--- src/gpd_params.svh ---
// Purpose: constants for the port data and drive block
// Assumes: two ports of eight pins, port 0 and port 1
// Notes: drive-mode codes are {high bit, low bit}
`ifndef GPD_PARAMS_SVH
`define GPD_PARAMS_SVH
`define GPD_PINS        8
`define GPD_PORTS       2
`define GPD_DM_RES_HIGH 2'h0
`define GPD_DM_STRONG   2'h1
`define GPD_DM_HIZ_ANA  2'h2
`define GPD_DM_OPEN_DRN 2'h3
`define GPD_CFG_REG_EN  0
`define GPD_CFG_LVL_LO  4
`define GPD_CFG_LVL_HI  5
`define GPD_LVL_3V0     2'h0
`define GPD_LVL_2V5     2'h1
`define GPD_LVL_1V8     2'h2
`define GPD_LVL_RSVD    2'h3
`define GPD_RST_BYTE    8'h00
`define GPD_RST_CFG     8'h00
`define GPD_RST_IN_EN   8'hFF
`endif

--- src/gpd_pkg.sv ---
// Purpose: types for the port data and drive block
// Assumes: two ports
// Notes: none
package gpd_pkg;
    typedef enum logic [1:0] {
        GPD_HIGH_SUPPLY,
        GPD_HIGH_REG,
        GPD_HIGH_RES,
        GPD_HIGH_NONE
    } gpd_high_t;
    typedef struct packed {
        logic       wr;
        logic       rd;
        logic       port;
        logic [7:0] wdata;
    } gpd_cpu_t;
    typedef struct packed {
        logic [7:0] drive_mode_high_bit;
        logic [7:0] drive_mode_low_bit;
        logic [7:0] bypass_select_reg;
    } gpd_cfg_t;
    typedef struct packed {
        logic [7:0] drv_low;
        logic [7:0] drv_high;
        logic [7:0] pull_up;
        logic [7:0] reg_high;
    } gpd_drive_t;
endpackage

--- src/gpd_port.sv ---
// Purpose: data storage, drive decode and pin read for two eight-pin ports
// Assumes: cpu strobes on mclk_in; pins are asynchronous
// Notes: reads return synchronised pin levels, zero for analog-mode pins, two cycles behind the pad
`timescale 1ns/1ps
`include "gpd_params.svh"
module gpd_port (
    // clock and reset
    input  wire logic                 mclk_in,
    input  wire logic                 nrst_in,
    // cpu side
    input  wire gpd_pkg::gpd_cpu_t    cpu_in,
    input  wire gpd_pkg::gpd_cfg_t    cfg0_in,
    input  wire gpd_pkg::gpd_cfg_t    cfg1_in,
    input  wire logic [7:0]           pin_config_reg_in,
    input  wire logic [7:0]           serial_en_in,
    input  wire logic [7:0]           byp_data0_in,
    input  wire logic [7:0]           byp_data1_in,
    output logic [7:0]                rdata_out,
    output logic [1:0]                reg_level_out,
    // pins
    input  wire logic [7:0]           pad0_in,
    input  wire logic [7:0]           pad1_in,
    output gpd_pkg::gpd_drive_t       drive0_out,
    output gpd_pkg::gpd_drive_t       drive1_out,
    output logic [7:0]                in_en0_out,
    output logic [7:0]                in_en1_out
);
    import gpd_pkg::*;

    logic [7:0] port_pin_data [`GPD_PORTS];
    gpd_cfg_t   cfg_q [`GPD_PORTS];
    logic       reg_en;
    logic [7:0] sync1 [`GPD_PORTS];
    logic [7:0] sync2 [`GPD_PORTS];
    logic [7:0] in_en_q [`GPD_PORTS];
    gpd_drive_t next_drive [`GPD_PORTS];
    logic [7:0] next_in_en [`GPD_PORTS];

    always_ff @(posedge mclk_in or negedge nrst_in) begin
        if (!nrst_in) begin
            port_pin_data[0] <= `GPD_RST_BYTE;
            port_pin_data[1] <= `GPD_RST_BYTE;
        end else if (cpu_in.wr) begin
            port_pin_data[cpu_in.port] <= cpu_in.wdata;
        end
    end

    // configuration captured so every pin output is from a flop
    always_ff @(posedge mclk_in or negedge nrst_in) begin
        if (!nrst_in) begin
            cfg_q[0] <= '0;
            cfg_q[1] <= '0;
            reg_en   <= 1'b0;
            reg_level_out <= `GPD_LVL_3V0;
        end else begin
            cfg_q[0] <= cfg0_in;
            cfg_q[1] <= cfg1_in;
            reg_en   <= pin_config_reg_in[`GPD_CFG_REG_EN];
            // reserved code falls back to the highest level
            if (pin_config_reg_in[`GPD_CFG_LVL_HI:`GPD_CFG_LVL_LO] == `GPD_LVL_RSVD) begin
                reg_level_out <= `GPD_LVL_3V0;
            end else begin
                reg_level_out <= pin_config_reg_in[`GPD_CFG_LVL_HI:`GPD_CFG_LVL_LO];
            end
        end
    end

    // pad levels cross in via two flops
    always_ff @(posedge mclk_in or negedge nrst_in) begin
        if (!nrst_in) begin
            sync1[0] <= `GPD_RST_BYTE;
            sync1[1] <= `GPD_RST_BYTE;
            sync2[0] <= `GPD_RST_BYTE;
            sync2[1] <= `GPD_RST_BYTE;
        end else begin
            sync1[0] <= pad0_in;
            sync1[1] <= pad1_in;
            sync2[0] <= sync1[0];
            sync2[1] <= sync1[1];
        end
    end

    // analog mode pins read zero since their buffer is off
    always_ff @(posedge mclk_in or negedge nrst_in) begin
        if (!nrst_in) begin
            rdata_out <= `GPD_RST_BYTE;
        end else if (cpu_in.rd) begin
            rdata_out <= sync2[cpu_in.port] & in_en_q[cpu_in.port];
        end
    end

    genvar p;
    genvar i;
    generate
        for (p = 0; p < `GPD_PORTS; p++) begin : g_port
            for (i = 0; i < `GPD_PINS; i++) begin : g_pin
                logic byp;
                logic bdat;
                assign byp  = cfg_q[p].bypass_select_reg[i] | serial_en_in[i];
                assign bdat = (p == 0) ? byp_data0_in[i] : byp_data1_in[i];
                gpd_pin u_pin (
                    .mode_in      ({cfg_q[p].drive_mode_high_bit[i],
                                    cfg_q[p].drive_mode_low_bit[i]}),
                    .data_in      (port_pin_data[p][i]),
                    .byp_sel_in   ((p == 0) ? 1'b0 : byp),
                    .byp_data_in  (bdat),
                    .reg_en_in    ((p == 1) ? reg_en : 1'b0),
                    .drv_low_out  (next_drive[p].drv_low[i]),
                    .drv_high_out (next_drive[p].drv_high[i]),
                    .pull_up_out  (next_drive[p].pull_up[i]),
                    .reg_high_out (next_drive[p].reg_high[i]),
                    .in_en_out    (next_in_en[p][i])
                );
            end
        end
    endgenerate

    always_ff @(posedge mclk_in or negedge nrst_in) begin
        if (!nrst_in) begin
            drive0_out <= '0;
            drive1_out <= '0;
            in_en_q[0] <= `GPD_RST_IN_EN;
            in_en_q[1] <= `GPD_RST_IN_EN;
        end else begin
            drive0_out <= next_drive[0];
            drive1_out <= next_drive[1];
            in_en_q[0] <= next_in_en[0];
            in_en_q[1] <= next_in_en[1];
        end
    end
    assign in_en0_out = in_en_q[0];
    assign in_en1_out = in_en_q[1];

    // views of single pins, read only by the checks below
    logic [1:0] chk_m0p1;
    logic [1:0] chk_m1p0;
    logic [1:0] chk_m1p1;
    logic [1:0] chk_m1p7;
    logic       chk_b1p0;
    assign chk_m0p1 = {cfg_q[0].drive_mode_high_bit[1], cfg_q[0].drive_mode_low_bit[1]};
    assign chk_m1p0 = {cfg_q[1].drive_mode_high_bit[0], cfg_q[1].drive_mode_low_bit[0]};
    assign chk_m1p1 = {cfg_q[1].drive_mode_high_bit[1], cfg_q[1].drive_mode_low_bit[1]};
    assign chk_m1p7 = {cfg_q[1].drive_mode_high_bit[7], cfg_q[1].drive_mode_low_bit[7]};
    assign chk_b1p0 = cfg_q[1].bypass_select_reg[0] | serial_en_in[0];

    // storage and read path
    write_latch_a: assert property (@(posedge mclk_in) disable iff (!nrst_in)
        cpu_in.wr |=> port_pin_data[$past(cpu_in.port)] == $past(cpu_in.wdata))
        else $error("port data not latched");
    write_other_a: assert property (@(posedge mclk_in) disable iff (!nrst_in)
        cpu_in.wr |=> port_pin_data[~$past(cpu_in.port)] == $past(port_pin_data[~cpu_in.port]))
        else $error("other port data disturbed");
    read_pins_a: assert property (@(posedge mclk_in) disable iff (!nrst_in)
        cpu_in.rd |=> rdata_out == ($past(sync2[cpu_in.port]) & $past(in_en_q[cpu_in.port])))
        else $error("read not pin level");

    // input buffer enables, one cycle behind the captured mode
    analog_off_a: assert property (@(posedge mclk_in) disable iff (!nrst_in)
        $past(chk_m1p0) == `GPD_DM_HIZ_ANA |-> !in_en1_out[0])
        else $error("analog input left on");
    digital_on_a: assert property (@(posedge mclk_in) disable iff (!nrst_in)
        $past(chk_m1p0) != `GPD_DM_HIZ_ANA |-> in_en1_out[0])
        else $error("digital input switched off");

    // drive decode per mode, no bypass
    strong_follow_a: assert property (@(posedge mclk_in) disable iff (!nrst_in)
        $past(chk_m1p0) == `GPD_DM_STRONG && !$past(chk_b1p0)
        |-> drive1_out.drv_high[0] == $past(port_pin_data[1][0])
            && drive1_out.drv_low[0] != $past(port_pin_data[1][0]))
        else $error("strong drive not following data");
    pullup_in_a: assert property (@(posedge mclk_in) disable iff (!nrst_in)
        $past(chk_m1p0) == `GPD_DM_RES_HIGH && $past(port_pin_data[1][0])
        && !$past(chk_b1p0)
        |-> drive1_out.pull_up[0] && !drive1_out.drv_low[0] && !drive1_out.drv_high[0])
        else $error("pull-up input not formed");
    od_release_a: assert property (@(posedge mclk_in) disable iff (!nrst_in)
        $past(chk_m1p0) == `GPD_DM_OPEN_DRN && $past(port_pin_data[1][0])
        && !$past(chk_b1p0)
        |-> !drive1_out.drv_low[0] && !drive1_out.drv_high[0] && !drive1_out.pull_up[0])
        else $error("open drain not released");
    hiz_no_drive_a: assert property (@(posedge mclk_in) disable iff (!nrst_in)
        $past(chk_m1p0) == `GPD_DM_HIZ_ANA
        |-> !drive1_out.drv_low[0] && !drive1_out.drv_high[0] && !drive1_out.pull_up[0])
        else $error("analog pin driven");
    drive_excl_a: assert property (@(posedge mclk_in) disable iff (!nrst_in)
        (drive1_out.drv_low & (drive1_out.drv_high | drive1_out.pull_up)) == 8'h00)
        else $error("pin driven both ways");

    // regulated high level
    reg_gate_a: assert property (@(posedge mclk_in) disable iff (!nrst_in)
        !$past(reg_en) |-> drive1_out.reg_high == 8'h00)
        else $error("regulated high without enable");
    reg_drive_a: assert property (@(posedge mclk_in) disable iff (!nrst_in)
        $past(reg_en) && drive1_out.drv_high[0] |-> drive1_out.reg_high[0])
        else $error("strong high not regulated");
    reg_strong_a: assert property (@(posedge mclk_in) disable iff (!nrst_in)
        (drive1_out.reg_high & ~drive1_out.drv_high) == 8'h00)
        else $error("regulated level outside strong high");
    res_supply_a: assert property (@(posedge mclk_in) disable iff (!nrst_in)
        (drive1_out.pull_up & drive1_out.reg_high) == 8'h00)
        else $error("pull-up used regulated level");
    port0_no_reg_a: assert property (@(posedge mclk_in) disable iff (!nrst_in)
        drive0_out.reg_high == 8'h00)
        else $error("port 0 drove regulated high");

    // level select
    level_sel_a: assert property (@(posedge mclk_in) disable iff (!nrst_in)
        pin_config_reg_in[`GPD_CFG_LVL_HI:`GPD_CFG_LVL_LO] != `GPD_LVL_RSVD
        |=> reg_level_out == $past(pin_config_reg_in[`GPD_CFG_LVL_HI:`GPD_CFG_LVL_LO]))
        else $error("level select not followed");
    level_rsvd_a: assert property (@(posedge mclk_in) disable iff (!nrst_in)
        pin_config_reg_in[`GPD_CFG_LVL_HI:`GPD_CFG_LVL_LO] == `GPD_LVL_RSVD
        |=> reg_level_out == `GPD_LVL_3V0)
        else $error("reserved code not mapped");
    reg_level_a: assert property (@(posedge mclk_in) disable iff (!nrst_in)
        reg_level_out != `GPD_LVL_RSVD)
        else $error("reserved level driven");

    // bypass paths; port 0 has none
    bypass_reg_a: assert property (@(posedge mclk_in) disable iff (!nrst_in)
        $past(chk_m1p7) == `GPD_DM_STRONG && $past(cfg_q[1].bypass_select_reg[7])
        |-> drive1_out.drv_high[7] == $past(byp_data1_in[7]))
        else $error("bypass data not driven");
    bypass_serial_a: assert property (@(posedge mclk_in) disable iff (!nrst_in)
        $past(chk_m1p1) == `GPD_DM_STRONG && $past(serial_en_in[1])
        |-> drive1_out.drv_high[1] == $past(byp_data1_in[1]))
        else $error("serial bypass not driven");
    port0_data_a: assert property (@(posedge mclk_in) disable iff (!nrst_in)
        $past(chk_m0p1) == `GPD_DM_STRONG
        |-> drive0_out.drv_high[1] == $past(port_pin_data[0][1]))
        else $error("port 0 not following data");
endmodule

--- src/gpd_pin.sv ---
// Purpose: one pin's driver decode
// Assumes: mode and data inputs are registered in the top; bypass data and serial enable arrive unregistered
// Notes: pull_up means weak resistive high, always to chip supply
`timescale 1ns/1ps
`include "gpd_params.svh"
module gpd_pin (
    // control
    input  wire logic [1:0] mode_in,
    input  wire logic       data_in,
    input  wire logic       byp_sel_in,
    input  wire logic       byp_data_in,
    input  wire logic       reg_en_in,
    // pin control
    output logic            drv_low_out,
    output logic            drv_high_out,
    output logic            pull_up_out,
    output logic            reg_high_out,
    output logic            in_en_out
);
    logic bit_val;
    always_comb begin
        bit_val      = byp_sel_in ? byp_data_in : data_in;
        drv_low_out  = 1'b0;
        drv_high_out = 1'b0;
        pull_up_out  = 1'b0;
        reg_high_out = 1'b0;
        unique case (mode_in)
            `GPD_DM_RES_HIGH: begin
                drv_low_out = !bit_val;
                pull_up_out = bit_val;
            end
            `GPD_DM_STRONG: begin
                drv_low_out  = !bit_val;
                drv_high_out = bit_val;
                reg_high_out = bit_val && reg_en_in;
            end
            `GPD_DM_HIZ_ANA: begin
            end
            `GPD_DM_OPEN_DRN: begin
                drv_low_out = !bit_val;
            end
        endcase
        in_en_out = (mode_in != `GPD_DM_HIZ_ANA);
    end
endmodule

--- config.mk ---
export PLATFORM = sky130hd
export DESIGN_NAME = gpd_port
export DESIGN_NICKNAME = d
export VERILOG_FILES = /design/src/gpd_pkg.sv /design/src/gpd_port.sv /design/src/gpd_pin.sv
export VERILOG_INCLUDE_DIRS = /design/src
export SDC_FILE = /design/constraint.sdc
export NUM_CORES = 1
export LEC_CHECK = 0
export ABC_AREA = 1
export BUFFER_PORTS_ARGS = -buffer_cell sky130_fd_sc_hd__buf_2
export CAP_MARGIN = 20
export CORE_UTILIZATION = 49
export CTS_CLUSTER_SIZE = 8
export DETAILED_ROUTE_END_ITERATION = 12
export GPL_TIMING_DRIVEN = 0
export PLACE_DENSITY = 0.79
export SLEW_MARGIN = 30
export SYNTH_ARGS = -nofsm -noshare
export SYNTH_HDL_FRONTEND = slang
export SYNTH_SLANG_ARGS = --single-unit
--- constraint.sdc ---
create_clock -name mclk_in -period 1 [get_ports mclk_in]
set_input_delay 0.1 -clock mclk_in [delete_from_list [all_inputs] [get_ports mclk_in]]
set_output_delay 0.1 -clock mclk_in [all_outputs]
set_load 0.05 [all_outputs]
## Word level (Yosys, flattened, before mapping)

Cells that the tools add are included.

| operators by class | value |
|---|---|
| $lt $le $gt $ge | 2 |
| eq/ne operators | 49 |
| multiplexer cells | 74 |
| bitwise operators | 10 |
| reduce and logical (&&, ||, !) cells | 57 |

Operators with widths:

| cell | count |
|---|---|
| 1-bit 2-to-1 mux | 64 |
| 8-bit 2-to-1 mux | 7 |
| 3-bit OR reduction | 16 |
| 2-bit equality test, second input constant | 17 |
| 2-bit by 1-bit equality test with 1-bit output, second input constant | 16 |
| 2-bit zero test | 16 |
| 2-bit inequality test, second input constant | 16 |
| 16-bit bitwise mux | 1 |
| 1-bit zero test | 16 |
| 1-bit logical AND | 9 |
| 8-bit bitwise AND | 1 |
| 8-bit demux with 1-bit select | 1 |
| 1-bit OR | 8 |
| 2-bit greater-or-equal comparator, second input constant | 1 |
| 2-bit by 1-bit < comparator with 1-bit output, second input constant | 1 |
| 2-bit 2-to-1 mux | 1 |
| 1-bit NOT with 2-bit output | 1 |

| storage, ports and cells | value |
|---|---|
| flip-flop bits (word level) | 171 |
| logic and storage cells | 215 |

## Longest topological paths before layout

| logic depth | value |
|---|---|
| depth in word-level cells | 6 |
| mapped depth | 6 |
| gate-level depth less buffers | 5 |

## By module

Synthesis repeated with hierarchy kept, for this count alone.

| second synthesis, totals | value |
|---|---|
| cells, all modules | 545 |
| area total of the unflattened synthesis | 6132.1 um^2 |

By module, submodules not included:

| module | times used | cells an instance | area an instance (um^2) | seq. area each (um^2) |
|---|---|---|---|---|
| gpd_port | 1 | 289 | 5091.1 | 4499.3 |
| gpd_pin | 16 | 16 | 65.1 | 0.0 |

## Least setup slack after synthesis

OpenSTA, ideal clock, no wires.

| timing path | value |
|---|---|
| path type | reg2reg |
| start point | register in_en_q, in the netlist in_en1_out[1] |
| end point | register rdata_out[1] |
| setup time | 0.066 ns |
| arrival time | 0.925 ns |
| data required time | 0.934 ns |
| setup slack | 0.009 ns |
| stages on the path, launching flop included | 5 |
| path buffers | 0 |
| clock period less this slack | 0.991 ns |
| cell sequence | dfstp_2 -> nand3_1 -> nand2_1 -> nand2_1 -> nand2_1 |

| between the ends | value |
|---|---|
| cells in the longest elaborated chain, start to end | 4 |

Ends and longest elaborated chain:

| item | RTL line | source |
|---|---|---|
| start, declared | gpd_port.sv:35 | `` logic [7:0] in_en_q [`GPD_PORTS]; `` |
| 8-bit 2-to-1 mux (not written as such) (3 in series) | gpd_port.sv:88 | `rdata_out <= sync2[cpu_in.port] & in_en_q[cpu_in.port];` |
| 8-bit bitwise AND | gpd_port.sv:88 |  |
| end signal, assigned | gpd_port.sv:86 | `` rdata_out <= `GPD_RST_BYTE; `` |
| end signal, assigned | gpd_port.sv:88 |  |
| end, declared | gpd_port.sv:18 | `output logic [7:0] rdata_out,` |

No other way between the ends. The select of a mux whose other input is x is not followed.
A chain may end at the register's enable or synchronous reset.

## Worst setup path in the final report

| timing path | value |
|---|---|
| start point | register in_en_q, in the netlist in_en1_out[1] |
| end point | output port in_en1_out[1] |

RTL lines:

| item | RTL line | source |
|---|---|---|
| end, declared | gpd_port.sv:26 | `output logic [7:0] in_en1_out` |

No word-level cell between the ends.

==> impl_metrics.py <==
metrics = {
    "outcome": {
        "status": "finished, violations left",
        "failed_checks": "hold timing, setup timing",
    },
    "routing": {
        "routed.top_layer": "met4",
        "wl_met1_um": 5607,
        "wl_per_cell_um": 18.40,
        "route.met3.wl_um": 1229,
        "drt_wl_total_um": 16390,
        "wl_met2_um": 9004,
        "ant_nets": 0,
        "viasPerCell": 4.906,
        "drt_iter0_markers": 227,
        "via_count": 4371,
        "drtPass1Iterations": 4,
        "drc_errors": 0,
    },
    "setup_path": {
        "rr_worst_depth": 6,
        "critPathMaxFanout": 2,
        "worst-r2r-setup-slack_ns": -0.06,
        "path_cells": "buf_8",
        "timing.critical_path.slowest_stage_cell": "dfstp_2",
        "cpPeakStageDelay_ns": 0.57,
        "cp-end-kind": "output pin",
        "path_class": "flop to output pin",
        "crit_required_ns": 0.90,
        "critPathBufInv": 1,
        "cp.arrival_ns": 1.15,
        "r2r-start": "in_en0_out[4]",
        "r2r_end": "rdata_out[4]",
        "cp_top_family": "flip-flops",
        "start_kind": "flop",
    },
    "global_routing": {
        "antenna_found_initial": 0,
        "grt_pass1_wl_um": 23290,
        "grt_util_all_layers": 0.2773,
        "first_global_vias": 4822,
        "grt_max_degree": 94,
        "grt_overflow": 0,
    },
    "pwr": {
        "power_density_nw_per_um2": 1971,
        "leakage_nw": 4.577,
        "peakVddDrop_uv": 1590,
    },
    "sta": {
        "fin_crit_ns": 1.251,
        "max_slew_margin": 0.6047,
        "drv_slew": 0,
        "holdWs_ns": -0.3626,
        "fmax_ghz": 0.7996,
        "finalHoldViolCount": 73,
        "post-route-period-util": 1.251,
        "setup_viol": 86,
        "tns_ns": -7.564,
        "rsz0062_at_grt": "true",
        "fin_ws_ns": -0.2506,
        "worst_pin_slew_ns": 0.5929,
        "finClkSkew_ns": 0.01316,
    },
    "yosys": {
        "ys_ff_latch": 171,
        "yosysWarnings": 0,
        "syn_avg_cell_area_sq_um": 12.52,
        "ys_seq_area_frac": 0.7646,
        "synth_cell_types": 18,
        "synthCells": 449,
        "syn_area_sq_um": 5623,
    },
    "clocking": {
        "cts_tree": "done",
        "h-tree-depth": 4,
        "cts_root_buf": "clkbuf_16",
        "cts_made_buffers": 17,
        "cts_max_path_buffers": 2,
        "insertion_delay_ns": 0.42,
        "cts_num_sinks": 171,
        "clk_pin_slew_ns": 0.07,
    },
    "die": {
        "fp.dieH_um": 109.1,
        "die_area_sq_um": 11910,
        "pin_count": 199,
        "rows": 38,
        "core_sq_um": 11030,
        "start_util": 0.5098,
        "fp.dieW_um": 109.1,
    },
    "cells_and_area": {
        "drive_gt1_frac": 0.3688,
        "fin_area_sq_um": 8881,
        "antenna_cells": 0,
        "syn_to_final_growth_pct": 57.94,
        "final_common_cell": "dfrtp_1",
        "nets": 847,
        "most-common-layout-cells": "dfrtp_1, buf_2, dlygate4sd3_1, buf_6, inv_1",
        "final_util": 0.8051,
    },
    "place": {
        "portBuffers": 167,
        "placed_area_sq_um": 6698,
        "dpl.hpwl_um": 8188,
        "gp_congestion": 0.7427,
        "pre_cts_ws_ns": 0.008685,
    },
    "min_path": {
        "min-delay-path-class": "input pin to asynchronous set/reset pin",
    },
    "flow_run": {
        "drv_cap": 0,
    },
}
==> Yosys cell counts (all sizes together) <==
| cell | count | area share |
|---|---|---|
| a21oi | 16 | 0.014 |
| buf | 12 | 0.019 |
| conb | 1 | 0.00067 |
| dfrtp | 155 | 0.69 |
| dfstp | 16 | 0.075 |
| inv | 69 | 0.047 |
| nand2 | 66 | 0.048 |
| nand3 | 32 | 0.028 |
| nor2 | 42 | 0.028 |
| nor3 | 16 | 0.014 |
| o21ai | 16 | 0.025 |
| o21bai | 8 | 0.011 |
==> power breakdown <==
group	leakage [nW]	total [W]	internal, W	switching, W
Combinational	2.19	0.00273	0.00108	0.00165
Sequential	2.08	0.00770	0.00740	0.000307
Clock	0.311	0.00707	0.00444	0.00263
==> logic make-up (layout without fill, tap and decap cells) <==
logic type / after synthesis / count (layout) / share of synthesized area
other cells: 1 / 8 / 0.0006669
flops: 171 / 171 / 0.7646
simple gates: 156 / 156 / 0.1184
buf+inv: 81 / 376 / 0.06653
compound gates: 40 / 40 / 0.04984
==> flip-flops by register name (all words and copies together) (netlist names) <==
signal	cells
sync1	16
rdata_out	8
port_pin_data	16
sync2	16
drive0_out	24
reg_level_out	2
in_en1_out	8
in_en0_out	8
cfg_q	40
reg_en	1
drive1_out	32
==> through the flow <==
stage,instances,total power (W)
after CTS,882,0.01730
after global routing,891,0.01810
final,891,0.01751
after global placement,763,0.009637
after detailed placement,764,0.009727
after floorplan,456,0.009011
==> worst register-to-register path, cell delays in order, from the launching register on <==
cell and delay, ns:
dfstp_2 0.56, buf_4 0.11, buf_4 0.10, nand3_2 0.06, nand2_1 0.06, nand2_1 0.04
nand2_1 0.05
==> worst max path at each step <==
stage / start / cells past startpoint / slack (ns) / to
2_1_floorplan: in_en1_out[1] / 4 / 0.009 / rdata_out[1]
3_3_place_gp: nrst_in / 1 / -2.48 / drive1_out[14]
3_5_place_dp: nrst_in / 2 / 0.009 / in_en1_out[6]
4_1_cts: in_en1_out[0] / 1 / -0.25 / in_en1_out[0]
5_1_grt: in_en1_out[1] / 1 / -0.29 / in_en1_out[1]
6_report: in_en1_out[1] / 1 / -0.25 / in_en1_out[1]
==> timing repair <==
action / 4_1_cts / 5_1_grt
pin swaps: 0 / 8
buffers inserted: 11 / 8
resized for setup: 179 / 19
endpoints found under the setup margin: 82 / 97
hold buffers: 75 / 2
hold endpoints to repair: 157 / 74
==> layout make-up <==
type	count	area (sq um)
Multi-Input combinational cell	204	1039
Timing Repair Buffer	263	2364
Clock buffer	25	495.5
Clock inverter	7	135.1
Inverter	69	266.5
Tap cell	140	175.2
Buffer	12	107.6
Fill cell	587	2150
Sequential cell	171	4299
==> layer usage <==
layer  global-route usage  vias to the layer above
met5                    0                        -
met4               0.1062                        0
met3               0.1088                       42
met2               0.5180                      207
met1               0.2714                     2168
li1                     -                     1954
Note: power is estimated with default switching activity, not from simulation.
